## config.mk

```make
export PLATFORM = sky130hd
export DESIGN_NAME = trbg_random_source_unit
export DESIGN_NICKNAME = d
export VERILOG_FILES = /design/src/logic/trbg_pkg.sv /design/src/logic/trbg_random_source_unit.sv
export VERILOG_INCLUDE_DIRS = /design/src /design/src/logic
export SDC_FILE = /design/constraint.sdc
export NUM_CORES = 1
export LEC_CHECK = 0
export BUFFER_PORTS_ARGS = -buffer_cell sky130_fd_sc_hd__buf_2
export CAP_MARGIN = 20
export CORE_ASPECT_RATIO = 0.8
export CORE_MARGIN = 2
export CORE_UTILIZATION = 55
export CTS_CLUSTER_SIZE = 8
export DETAILED_ROUTE_END_ITERATION = 10
export GPL_TIMING_DRIVEN = 0
export HOLD_SLACK_MARGIN = 0.12
export PLACE_DENSITY = 0.94
export SKIP_CTS_REPAIR_TIMING = 1
export SLEW_MARGIN = 20
export SYNTH_ARGS = -nofsm -noshare
export SYNTH_HDL_FRONTEND = slang
export SYNTH_SLANG_ARGS = --single-unit
```

## constraint.sdc

```tcl
create_clock -name clk -period 5.5 [get_ports clk]
set_clock_uncertainty 0.2 [all_clocks]
set_input_delay 1.1 -clock clk [delete_from_list [all_inputs] [get_ports clk]]
set_output_delay 1.1 -clock clk [all_outputs]
set_load 0.02 [all_outputs]
```

## src/logic/trbg_cfg.svh

```systemverilog
`ifndef TRBG_CFG_SVH
`define TRBG_CFG_SVH
// ==========================================================
// register offsets
`define TRBG_OFF_START 12'h000
`define TRBG_OFF_STOP 12'h004
`define TRBG_OFF_READY 12'h100
`define TRBG_OFF_LINKS 12'h200
`define TRBG_OFF_IRQ_SET 12'h304
`define TRBG_OFF_IRQ_CLR 12'h308
`define TRBG_OFF_CONFIG 12'h504
`define TRBG_OFF_VALUE 12'h508
// ==========================================================
// field positions and reset values
`define TRBG_BIT_TRIGGER 0
`define TRBG_BIT_READY 0
`define TRBG_BIT_HALT_LINK 0
`define TRBG_BIT_IRQ 0
`define TRBG_BIT_BIAS 0
`define TRBG_RST_REG 1'b0
`define TRBG_RST_VALUE 8'h00
// ==========================================================
// timing
`define TRBG_STARTUP_US 128
`define TRBG_CLK_MHZ 100
`define TRBG_STARTUP_CYC (`TRBG_STARTUP_US * `TRBG_CLK_MHZ)
`endif

```

## src/logic/trbg_pkg.sv

```systemverilog
package trbg_pkg;
  typedef enum logic [1:0] {
    TRBG_IDLE = 2'b00,
    TRBG_WARM = 2'b01,
    TRBG_RUN = 2'b10
  } trbg_state_t;
endpackage

```

## src/logic/trbg_random_source_unit.sv

```systemverilog
`timescale 1ns/1ps
`include "trbg_cfg.svh"
// Functional notes
// - writing one to start trigger puts generator into running state
// - writing one to stop trigger leaves running state, no more bytes
// - while running, bytes produced continuously, stored when complete
// - ready flag set once per new byte written to output
// - new byte overwrites previous output, no holding buffer
// - bias correction removes one/zero preference before packing
// - processed bits shift into eight-bit register, read in parallel
// - config register selects bias correction, slower uniform output
// - byte time varies, more with bias correction
// - no software seed; randomness only from noise input
// - output at 0x508, interrupt enable set/clear at 0x304/0x308
// - links register at 0x200 holds event-to-task shortcut enables
// - ready-to-halt link stops generator after each ready event
// - set/clear bit 0 enables/disables interrupt; both read enable
// - config bit 0 selects bias; output read-only 0..255
// - first byte only after one-time 128 us start-up delay
module trbg_random_source_unit
  import trbg_pkg::*;
#(
  parameter int STARTUP_CYC = `TRBG_STARTUP_CYC
)
(
  input wire logic clk,
  input wire logic sys_rst,
  input wire logic clk_en,
  input wire logic [11:0] avs_address,
  input wire logic avs_read,
  input wire logic avs_write,
  input wire logic [31:0] avs_writedata,
  input wire logic [3:0] avs_byteenable,
  output logic [31:0] avs_readdata,
  output logic avs_waitrequest,
  input wire logic noise_bit,
  input wire logic noise_valid,
  output logic irq
);

  // ==========================================================
  // noise input synchronisers
  logic noise_bit_s1;
  logic noise_bit_s2;
  logic noise_valid_s1;
  logic noise_valid_s2;
  logic noise_valid_s3;
  logic noise_strobe;

  always_ff @(posedge clk or posedge sys_rst)
  begin
    if (sys_rst)
    begin
      noise_bit_s1 <= 1'b0;
      noise_bit_s2 <= 1'b0;
      noise_valid_s1 <= 1'b0;
      noise_valid_s2 <= 1'b0;
      noise_valid_s3 <= 1'b0;
    end
    else if (clk_en)
    begin
      noise_bit_s1 <= noise_bit;
      noise_bit_s2 <= noise_bit_s1;
      noise_valid_s1 <= noise_valid;
      noise_valid_s2 <= noise_valid_s1;
      noise_valid_s3 <= noise_valid_s2;
    end
  end

  // strobe is a level toggle-free pulse: rising edge of synchronised valid
  assign noise_strobe = noise_valid_s2 & ~noise_valid_s3;

  // ==========================================================
  // bus decode
  logic bus_wr;
  logic bus_rd;
  logic wr_lane0;
  logic start_hit;
  logic stop_hit;
  logic ready_wr;
  logic [31:0] next_readdata;

  // single-cycle wait: request accepted on the cycle waitrequest is low
  assign bus_wr = avs_write & ~avs_waitrequest & clk_en;
  assign bus_rd = avs_read & ~avs_waitrequest & clk_en;
  assign wr_lane0 = bus_wr & avs_byteenable[0];
  assign start_hit = wr_lane0 && avs_address == `TRBG_OFF_START
    && avs_writedata[`TRBG_BIT_TRIGGER];
  assign stop_hit = wr_lane0 && avs_address == `TRBG_OFF_STOP
    && avs_writedata[`TRBG_BIT_TRIGGER];
  assign ready_wr = wr_lane0 && avs_address == `TRBG_OFF_READY;

  always_ff @(posedge clk or posedge sys_rst)
  begin
    if (sys_rst)
      avs_waitrequest <= 1'b1;
    else if (clk_en)
      avs_waitrequest <= ~((avs_read | avs_write) & avs_waitrequest);
  end

  // ==========================================================
  // control registers
  logic halt_link;
  logic irq_en;
  logic bias_en;

  always_ff @(posedge clk or posedge sys_rst)
  begin
    if (sys_rst)
      halt_link <= `TRBG_RST_REG;
    else if (wr_lane0 && avs_address == `TRBG_OFF_LINKS)
      halt_link <= avs_writedata[`TRBG_BIT_HALT_LINK];
  end

  always_ff @(posedge clk or posedge sys_rst)
  begin
    if (sys_rst)
      irq_en <= `TRBG_RST_REG;
    else if (wr_lane0 && avs_address == `TRBG_OFF_IRQ_SET && avs_writedata[`TRBG_BIT_IRQ])
      irq_en <= 1'b1;
    else if (wr_lane0 && avs_address == `TRBG_OFF_IRQ_CLR && avs_writedata[`TRBG_BIT_IRQ])
      irq_en <= 1'b0;
  end

  always_ff @(posedge clk or posedge sys_rst)
  begin
    if (sys_rst)
      bias_en <= `TRBG_RST_REG;
    else if (wr_lane0 && avs_address == `TRBG_OFF_CONFIG)
      bias_en <= avs_writedata[`TRBG_BIT_BIAS];
  end

  // ==========================================================
  // run state machine
  trbg_state_t state;
  trbg_state_t next_state;
  logic [$clog2(STARTUP_CYC+1)-1:0] warm_cnt;
  logic byte_done;
  logic auto_stop;

  assign auto_stop = byte_done & halt_link;

  always_comb
  begin
    next_state = state;
    case (state)
      TRBG_IDLE:
        if (start_hit)
          next_state = TRBG_WARM;
      TRBG_WARM:
        if (stop_hit)
          next_state = TRBG_IDLE;
        else if (warm_cnt == '0)
          next_state = TRBG_RUN;
      TRBG_RUN:
        if (stop_hit || auto_stop)
          next_state = TRBG_IDLE;
      default:
        next_state = TRBG_IDLE;
    endcase
  end

  always_ff @(posedge clk or posedge sys_rst)
  begin
    if (sys_rst)
      state <= TRBG_IDLE;
    else if (clk_en)
      state <= next_state;
  end

  // delay spent once per start, never between bytes
  always_ff @(posedge clk or posedge sys_rst)
  begin
    if (sys_rst)
      warm_cnt <= '0;
    else if (clk_en)
    begin
      if (state == TRBG_IDLE && start_hit)
        warm_cnt <= ($clog2(STARTUP_CYC+1))'(STARTUP_CYC - 1);
      else if (state == TRBG_WARM && warm_cnt != '0)
        warm_cnt <= warm_cnt - 1'b1;
    end
  end

  // ==========================================================
  // bias correction: von Neumann pairs, 01 -> 0, 10 -> 1, equal dropped
  logic pair_half;
  logic pair_first;
  logic bit_take;
  logic bit_val;
  logic running;

  assign running = state == TRBG_RUN;

  always_comb
  begin
    bit_take = 1'b0;
    bit_val = noise_bit_s2;
    if (running && noise_strobe)
    begin
      if (!bias_en)
        bit_take = 1'b1;
      else if (pair_half && pair_first != noise_bit_s2)
      begin
        bit_take = 1'b1;
        bit_val = pair_first;
      end
    end
  end

  always_ff @(posedge clk or posedge sys_rst)
  begin
    if (sys_rst)
    begin
      pair_half <= 1'b0;
      pair_first <= 1'b0;
    end
    else if (clk_en)
    begin
      if (!running || !bias_en)
        pair_half <= 1'b0;
      else if (noise_strobe)
      begin
        pair_half <= ~pair_half;
        pair_first <= noise_bit_s2;
      end
    end
  end

  // ==========================================================
  // byte packing and output
  logic [7:0] shift;
  logic [2:0] bit_cnt;
  logic [7:0] value;
  logic [7:0] next_shift;

  assign next_shift = {shift[6:0], bit_val};
  assign byte_done = clk_en & bit_take & (bit_cnt == 3'h7);

  always_ff @(posedge clk or posedge sys_rst)
  begin
    if (sys_rst)
    begin
      shift <= 8'h00;
      bit_cnt <= 3'h0;
    end
    else if (clk_en)
    begin
      if (!running)
        bit_cnt <= 3'h0;
      else if (bit_take)
      begin
        shift <= next_shift;
        bit_cnt <= bit_cnt + 3'h1;
      end
    end
  end

  // straight overwrite, software must read before the next event
  always_ff @(posedge clk or posedge sys_rst)
  begin
    if (sys_rst)
      value <= `TRBG_RST_VALUE;
    else if (byte_done)
      value <= next_shift;
  end

  // ==========================================================
  // event flag and interrupt
  logic ready_flag;

  // set wins over a clearing write in the same cycle
  always_ff @(posedge clk or posedge sys_rst)
  begin
    if (sys_rst)
      ready_flag <= `TRBG_RST_REG;
    else if (byte_done)
      ready_flag <= 1'b1;
    else if (ready_wr)
      ready_flag <= avs_writedata[`TRBG_BIT_READY];
  end

  always_ff @(posedge clk or posedge sys_rst)
  begin
    if (sys_rst)
      irq <= 1'b0;
    else if (clk_en)
      irq <= ready_flag & irq_en;
  end

  // ==========================================================
  // read path
  always_comb
  begin
    next_readdata = 32'h0000_0000;
    case (avs_address)
      `TRBG_OFF_READY: next_readdata[`TRBG_BIT_READY] = ready_flag;
      `TRBG_OFF_LINKS: next_readdata[`TRBG_BIT_HALT_LINK] = halt_link;
      `TRBG_OFF_IRQ_SET: next_readdata[`TRBG_BIT_IRQ] = irq_en;
      `TRBG_OFF_IRQ_CLR: next_readdata[`TRBG_BIT_IRQ] = irq_en;
      `TRBG_OFF_CONFIG: next_readdata[`TRBG_BIT_BIAS] = bias_en;
      `TRBG_OFF_VALUE: next_readdata[7:0] = value;
      default: next_readdata = 32'h0000_0000;
    endcase
  end

  always_ff @(posedge clk or posedge sys_rst)
  begin
    if (sys_rst)
      avs_readdata <= 32'h0000_0000;
    else if (clk_en && avs_read && avs_waitrequest)
      avs_readdata <= next_readdata;
  end

  // ==========================================================
  // checks
  a_start_warm: assert property (@(posedge clk) disable iff (sys_rst)
    (state == TRBG_IDLE && start_hit) |=> state == TRBG_WARM)
    else $error("start did not enter warm-up");

  a_start_load: assert property (@(posedge clk) disable iff (sys_rst)
    (state == TRBG_IDLE && start_hit) |=> warm_cnt == STARTUP_CYC - 1)
    else $error("warm-up count not loaded on start");

  a_stop_idle: assert property (@(posedge clk) disable iff (sys_rst)
    (state == TRBG_RUN && stop_hit) |=> state == TRBG_IDLE)
    else $error("stop did not halt generator");

  a_stop_warm: assert property (@(posedge clk) disable iff (sys_rst)
    (state == TRBG_WARM && stop_hit) |=> state == TRBG_IDLE)
    else $error("stop during warm-up did not return to idle");

  a_flag_set: assert property (@(posedge clk) disable iff (sys_rst)
    byte_done |=> ready_flag && value == $past(next_shift))
    else $error("byte done without flag or value");

  a_flag_clear: assert property (@(posedge clk) disable iff (sys_rst)
    (ready_wr && !byte_done && !avs_writedata[`TRBG_BIT_READY]) |=> !ready_flag)
    else $error("zero write did not clear ready flag");

  // flag and value must stay put while not running and no ready write is made
  a_idle_no_byte: assert property (@(posedge clk) disable iff (sys_rst)
    (!running && !ready_wr) |=> $stable(ready_flag) && $stable(value))
    else $error("byte produced while not running");

  a_halt_once: assert property (@(posedge clk) disable iff (sys_rst)
    (byte_done && halt_link) |=> state == TRBG_IDLE)
    else $error("halt link did not stop");

  a_warm_len: assert property (@(posedge clk) disable iff (sys_rst)
    (state == TRBG_WARM && warm_cnt != '0 && clk_en && !stop_hit)
    |=> state == TRBG_WARM)
    else $error("warm-up ended early");

  // an output bit closes its pair, so the next strobe opens a new one
  a_bias_pair: assert property (@(posedge clk) disable iff (sys_rst)
    (clk_en && bit_take && bias_en) |=> !pair_half)
    else $error("bias correction pairing out of step");

  a_irq_level: assert property (@(posedge clk) disable iff (sys_rst)
    clk_en |=> irq == $past(ready_flag && irq_en))
    else $error("irq not matching flag and enable");

  a_irq_disable: assert property (@(posedge clk) disable iff (sys_rst)
    (wr_lane0 && avs_address == `TRBG_OFF_IRQ_CLR && avs_writedata[`TRBG_BIT_IRQ])
    |=> !irq_en)
    else $error("clear write did not disable interrupt");

  a_value_hold: assert property (@(posedge clk) disable iff (sys_rst)
    !byte_done |=> $stable(value))
    else $error("value changed without new byte");

  a_value_ro: assert property (@(posedge clk) disable iff (sys_rst)
    (wr_lane0 && avs_address == `TRBG_OFF_VALUE && !byte_done) |=> $stable(value))
    else $error("bus write changed output value");

endmodule

```

==> results of run 1 <==
how the worst min path moves through the flow:
stage	endpoint	slack [ns]	from
final	value[2]	0.30	value[2]
after global routing	noise_bit_s1	0.32	noise_bit_s1
after CTS	value[7]	0.30	shift[6]
after detailed placement	value[7]	0.28	shift[6]
after global placement	avs_readdata[0]	0.26	avs_readdata[0]
after floorplan	value[0]	0.25	value[0]
cell usage after synthesis, drive strengths merged, types with 3 or more instances:
library cell / number / area [µm²]
nor3b: 4 / 30.03
nand4: 5 / 31.28
nand3: 13 / 70.07
mux2: 21 / 236.5
a21oi: 3 / 15.01
o21ai: 9 / 45.04
nand4b: 4 / 35.03
nor4: 5 / 31.28
or3: 3 / 18.77
ha: 3 / 37.54
nor2: 6 / 22.52
nor4b: 3 / 47.54
dfrtp: 54 / 1351
xor2: 5 / 43.79
nand2b: 3 / 18.77
inv: 8 / 30.03
xnor2: 7 / 61.31
nor3: 8 / 51.30
buf: 29 / 206.4
a22o: 7 / 61.31
nor2b: 6 / 37.54
nand2: 27 / 103.9
mux2i: 4 / 40.04
power breakdown:
| part | switching, mW | internal, mW |
|---|---|---|
| combinational | 0.160 | 0.134 |
| sequential | 0.0789 | 0.504 |
| clock | 0.123 | 0.0874 |
cell families after synthesis:
kind of cell	share of synthesized area, %
mux	9.723
flops	48.44
other cells	0.1319
fa+ha+maj	1.320
simple gates	20.15
compound gates	8.095
buf+inv	8.447
xor+xnor	3.696
cell type report:
type                       count  area [µm²]
buffer                        30       210.2
clock buffer                   5       68.82
clock inverter                 3       15.01
fill                         385        1750
inverter                       8       30.03
multi-input combinational    191        1313
sequential                    55        1378
tap                           62       77.57
timing repair buffer          30       165.2
layout by cell type (no fill, tap or decap), types with 4 or more instances in the layout:
cell type / instances
a22o_1: 7
buf_2: 32
buf_4: 25
clkbuf_8: 5
conb_1: 24
dfrtp_1: 54
inv_1: 7
mux2_1: 12
mux2_2: 9
mux2i_1: 4
nand2_1: 26
nand3_1: 12
nand4_1: 5
nand4b_1: 4
nor2_1: 6
nor2b_1: 6
nor3_1: 7
nor3b_1: 4
nor4_1: 5
o21ai_0: 9
xnor2_1: 7
xor2_1: 5
sequential cells by signal, summed over array words and instances (netlist names), 2 cells and up:
register / count
warm_cnt: 14
avs_readdata: 8
value: 8
shift: 7
bit_cnt: 3
state: 2
per-layer routing:
metal / up-vias / track usage (%) / part of all wire, %
met5: - / 0 / 0
met4: 0 / 6.349 / 1.7
met3: 13 / 2.292 / 7.3
met2: 97 / 34.13 / 48
met1: 986 / 27.89 / 43
li1: 1004 / - / -
==> flow_summary.ini, run 1 <==
[status]
status = completed

[sta]
period_share_pct = 49.70
slew_headroom_pct = 65.80
max_freq_ghz = 0.3659
tightest_slew_ns = 0.5129
tns_ns = 0
period_needed_ns = 2.733
worst_slack_ns = 2.767
rsz0062_at_grt = false
drv_slew = 0
hold_viol = 0
setup_viol = 0
hold_ws_ns = 0.2964

[die]
dieWidth_um = 84.40
num_rows = 23
die_y_um = 68.32
io_pins = 89
core_um2 = 5007
initial_core_util_pct = 56.80
die-area_um2 = 5765

[place]
dp_slack_ns = 2.441
postPlaceCellArea_um2 = 3173
dp_cells = 376
globalplace.congestion = 0.8354
dp_hpwl_mm = 4.180
port-buffer-count = 29

[job]
drv_cap = 0

[synth]
syn_inst = 261
syn_area_um2 = 2844
synth-edff-count = 0
yosysWarnings = 0
ys.flop_type = dfrtp_1
synth-seq-cells = 55
seq_area_frac_synth_pct = 48.44
post_synth.cell_area_avg_um2 = 10.90
async_flop_share_pct = 100.0
ys_types = 51

[setup_path]
crit_slowest_cell = or4_4
r2r_setup_slack_ns = 3.32
critPathArrivalTime_ns = 2.77
r2r-start = warm_cnt[10]
cpPeakStageDelay_ns = 0.55
crit_chain = buf_2, or4_4, nor3_4, nand3_2, nor4b_4, a22o_1
cp-end-kind = flip-flop
worst-path-buf-inv = 1
path_class = in2reg
crit_required_ns = 5.54
r2r_end = warm_cnt[11]
ff2ff_path_depth = 6
worst-path-stages = 6
worstSetupStartpoint = avs_address[7]
cp_max_fo = 7
start_kind = input pin
crit_end = avs_readdata[6]
critical-path-top-delay-family = simple AND/OR/NAND/NOR gates

[hold_path]
hold_path_depth = 1
hold_class = reg2reg

[cts]
cts_root_buf = clkbuf_8
insertion_delay_ns = 0.31
cts_max_path_buffers = 2
cts_buffers = 5
cts_tree = done
clkSinkCount = 55
cts_max_level = 2
path_clk_slew_ns = 0.10

[finish]
layout-drive-gt1-share_pct = 26.09
layout.cells.non_filler = 384
design_area_um2 = 3257
fin_nets = 379
finalCoreUtilization_pct = 65.04
diodes = 0
area_growth_pct = 14.52

[power_and_ir_drop]
ir_drop_mv = 0.1571
totalPowerFinal_mw = 1.088
leakage_nw = 1.616
power_density_nw_per_um2 = 334.1

[global_routing]
grt-ovfl-total = 0
grt_pass1_wl_mm = 9.246
grt_max_degree = 34
grt_pass1_vias = 1977
grt_antenna_before_repair = 0
grt_usage_pct = 20.17

[drt]
first_pass_iters = 4
drtAntennaViolNets = 0
dr_total_vias = 2100
drt_iter0_drc = 155
wl_mm = 5.445
wl_per_cell_um = 14.18
vias_per_cell = 5.469
drc_errors = 0
Note: power is estimated with default switching activity, not from simulation.
==> run 2: changes to the inputs <==
--- a/config.mk
+++ b/config.mk
@@ -6,16 +6,17 @@
 export SDC_FILE = /design/constraint.sdc
 export NUM_CORES = 1
 export LEC_CHECK = 0
+export ABC_AREA = 1
 export BUFFER_PORTS_ARGS = -buffer_cell sky130_fd_sc_hd__buf_2
 export CAP_MARGIN = 20
 export CORE_ASPECT_RATIO = 0.8
 export CORE_MARGIN = 2
-export CORE_UTILIZATION = 55
+export CORE_UTILIZATION = 52
 export CTS_CLUSTER_SIZE = 8
 export DETAILED_ROUTE_END_ITERATION = 10
 export GPL_TIMING_DRIVEN = 0
 export HOLD_SLACK_MARGIN = 0.12
-export PLACE_DENSITY = 0.94
+export PLACE_DENSITY = 0.89
 export SKIP_CTS_REPAIR_TIMING = 1
 export SLEW_MARGIN = 20
 export SYNTH_ARGS = -nofsm -noshare
==> constraint.sdc (replaced) <==
create_clock -name clk -period 2.61 [get_ports clk]
set_clock_uncertainty 0.2 [all_clocks]
set_input_delay 0.522 -clock clk [delete_from_list [all_inputs] [get_ports clk]]
set_output_delay 0.522 -clock clk [all_outputs]
set_load 0.02 [all_outputs]
==> run 2 against run 1 <==
Worst hold slack got worse by 0.21 ns; total power increased by 46%; core utilization decreased by 2.3 points; area after synthesis increased by 6.6%; combinational power decreased by 33%; final area increased by 6.4%; cell count increased by 36%; clock power increased by 140%; largest power group unchanged.
==> flow_summary.ini, run 2 <==
[status]
status = completed

[global_routing]
grt_usage_pct = 20.85
grt_pass1_vias = 2405
grt_antenna_before_repair = 0
grt_max_degree = 56
grt-ovfl-total = 0
grt_pass1_wl_mm = 10.46

[finish]
regMostFlops = warm_cnt
fin_nets = 503
final_cell_mix = nand2_1, dfrtp_1, nor2_1
layout-drive-gt1-share_pct = 21.30
final_common_cell = nand2_1
finalCoreUtilization_pct = 62.73
diodes = 0
largest_reg_flops = 14
area_growth_pct = 14.27
top_regs = warm_cnt (14), avs_readdata (8), value (8)

[cts]
clkSinkCount = 55
cts_buffers = 5
cts_max_path_buffers = 2
cts_root_buf = clkbuf_8
cts_tree = done
path_clk_slew_ns = 0.11
insertion_delay_ns = 0.32
cts_max_level = 2

[die]
dieWidth_um = 89.39
initial_core_util_pct = 54.89
die-area_um2 = 6463
num_rows = 24
core_um2 = 5525
die_y_um = 72.31
io_pins = 89

[synth]
synthTopCellsByArea = dfrtp_1, nand2_1, buf_4, nor2_1, inv_1
post-synth-top-count-cell = nand2_1
syn_inst = 385
syn_area_um2 = 3033
synth-edff-count = 0
synth_common_cells = nand2_1, dfrtp_1, nor2_1
synth_top_area_share_pct = 44.55
ys.flop_type = dfrtp_1
async_flop_share_pct = 100.0
synth-seq-cells = 55
seq_area_frac_synth_pct = 45.42
yosysWarnings = 0
ys_types = 31
synth_top_area_cell = dfrtp_1
post_synth.cell_area_avg_um2 = 7.878

[hold_path]
hold_class = in2async

[sta]
period_share_pct = 81.38
hold_viol = 0
drv_slew = 0
slew_headroom_pct = 55.25
period_needed_ns = 2.124
rsz0062_at_grt = false
max_freq_ghz = 0.4708
hold_ws_ns = 0.08800
setup_viol = 0
worst_slack_ns = 0.4860
tightest_slew_ns = 0.6688

[setup_path]
cpMostUsedCell = nand2_1
crit_required_ns = 2.66
crit_slowest_cell = dfrtp_1
start_kind = flip-flop
ff2ff_path_depth = 11
cp-end-kind = flip-flop
path_class = reg2reg
critical-path-top-delay-family = simple AND/OR/NAND/NOR gates
critPathArrivalTime_ns = 2.17
cpPeakStageDelay_ns = 0.43
worst-path-stages = 11
crit_chain = inv_1, ha_1, nand2_2, nor2_4, nand3_1, nand2_1, nand2_1, nand2_2, buf_6, nand2_1, o21ai_1
worst-path-buf-inv = 2
cp_max_fo = 10

[drt]
wl_per_cell_um = 12.01
first_pass_iters = 5
drt_iter0_drc = 170
drtAntennaViolNets = 0
dr_wl_met2_mm = 2.967
drc_errors = 0
met3WireLength_um = 379
drt-met1-wl_mm = 2.837
highest_layer = met4
vias_per_cell = 4.844
wl_mm = 6.292
dr_total_vias = 2538

[place]
dp_slack_ns = 0.4497
port-buffer-count = 30
globalplace.congestion = 0.8855
dp_hpwl_mm = 4.768

[job]
drv_cap = 0

[power_and_ir_drop]
power_density_nw_per_um2 = 457.3
ir_drop_mv = 0.2068
leakage_nw = 1.805
[run 2: cell count changes after synthesis, moves of 6 or more]
cell     before  now
nand2_1      26  102
nor2b_1       6    0
mux2_1       12    0
a22o_1        7    0
inv_1         8   35
nand3_1      12   21
mux2_2        9    0
o21ai_0       9   26
nor2_1        6   45
o21ai_2       0   13
[run 2: per-stage QoR]
step	power (mW)	instances	instance area, µm²	setup TNS (ns)
floorplan	1.045	408	3119	0
global placement	1.087	516	3367	-5.059
detailed placement	1.095	516	3369	0
CTS	1.591	524	3466	0
global route	1.658	524	3466	0
finish	1.585	524	3466	0
[run 2: worst register-to-register path, stage by stage, from the launching register on]
cell and delay [ns]:
dfrtp_1 0.43, inv_1 0.11, ha_1 0.27, nand2_2 0.12, nor2_4 0.16, nand3_1 0.13
nand2_1 0.09, nand2_1 0.06, nand2_2 0.14, buf_6 0.19, nand2_1 0.07, o21ai_1 0.08
[run 2: power breakdown]
group / total [mW] / internal, mW / switching (mW)
Sequential: 0.882 / 0.870 / 0.0119
Clock: 0.506 / 0.198 / 0.309
Combinational: 0.197 / 0.0702 / 0.127
[run 2: logic make-up after synthesis]
logic type      Yosys count  synth area share [%]
compound gates           54                 10.81
xor+xnor                 13                 3.754
fa+ha+maj                 3                 1.238
buf+inv                  66                 11.72
flops                    55                 45.42
other cells               1                0.1236
simple gates            193                 26.94
[run 2: cell type report]
cell class,instances,area (µm²)
Timing Repair Buffer,30,150.1
Inverter,36,137.6
Clock inverter,3,27.53
Tap cell,78,97.59
Multi-Input combinational cell,287,1386
Buffer,30,220.2
Sequential cell,55,1378
Clock buffer,5,68.82
Fill cell,484,2059
[run 2: worst paths after layout]
check / from / end / slack (ns)
max in group asynchronous: sys_rst / warm_cnt[7] / 1.68
max reg2reg: warm_cnt[0] / warm_cnt[7] / 0.49
min in group clk: noise_valid / noise_valid_s1 / 0.20
min: sys_rst / shift[3] / 0.09
max: warm_cnt[0] / warm_cnt[7] / 0.49
min reg2reg: noise_valid_s1 / noise_valid_s1 / 0.29
[run 2: routing by layer]
metal / track usage (%) / up-vias
li1: - / 1300
met1: 28.15 / 1138
met2: 34.24 / 88
met3: 3.072 / 12
met4: 7.629 / 0
met5: 0 / -
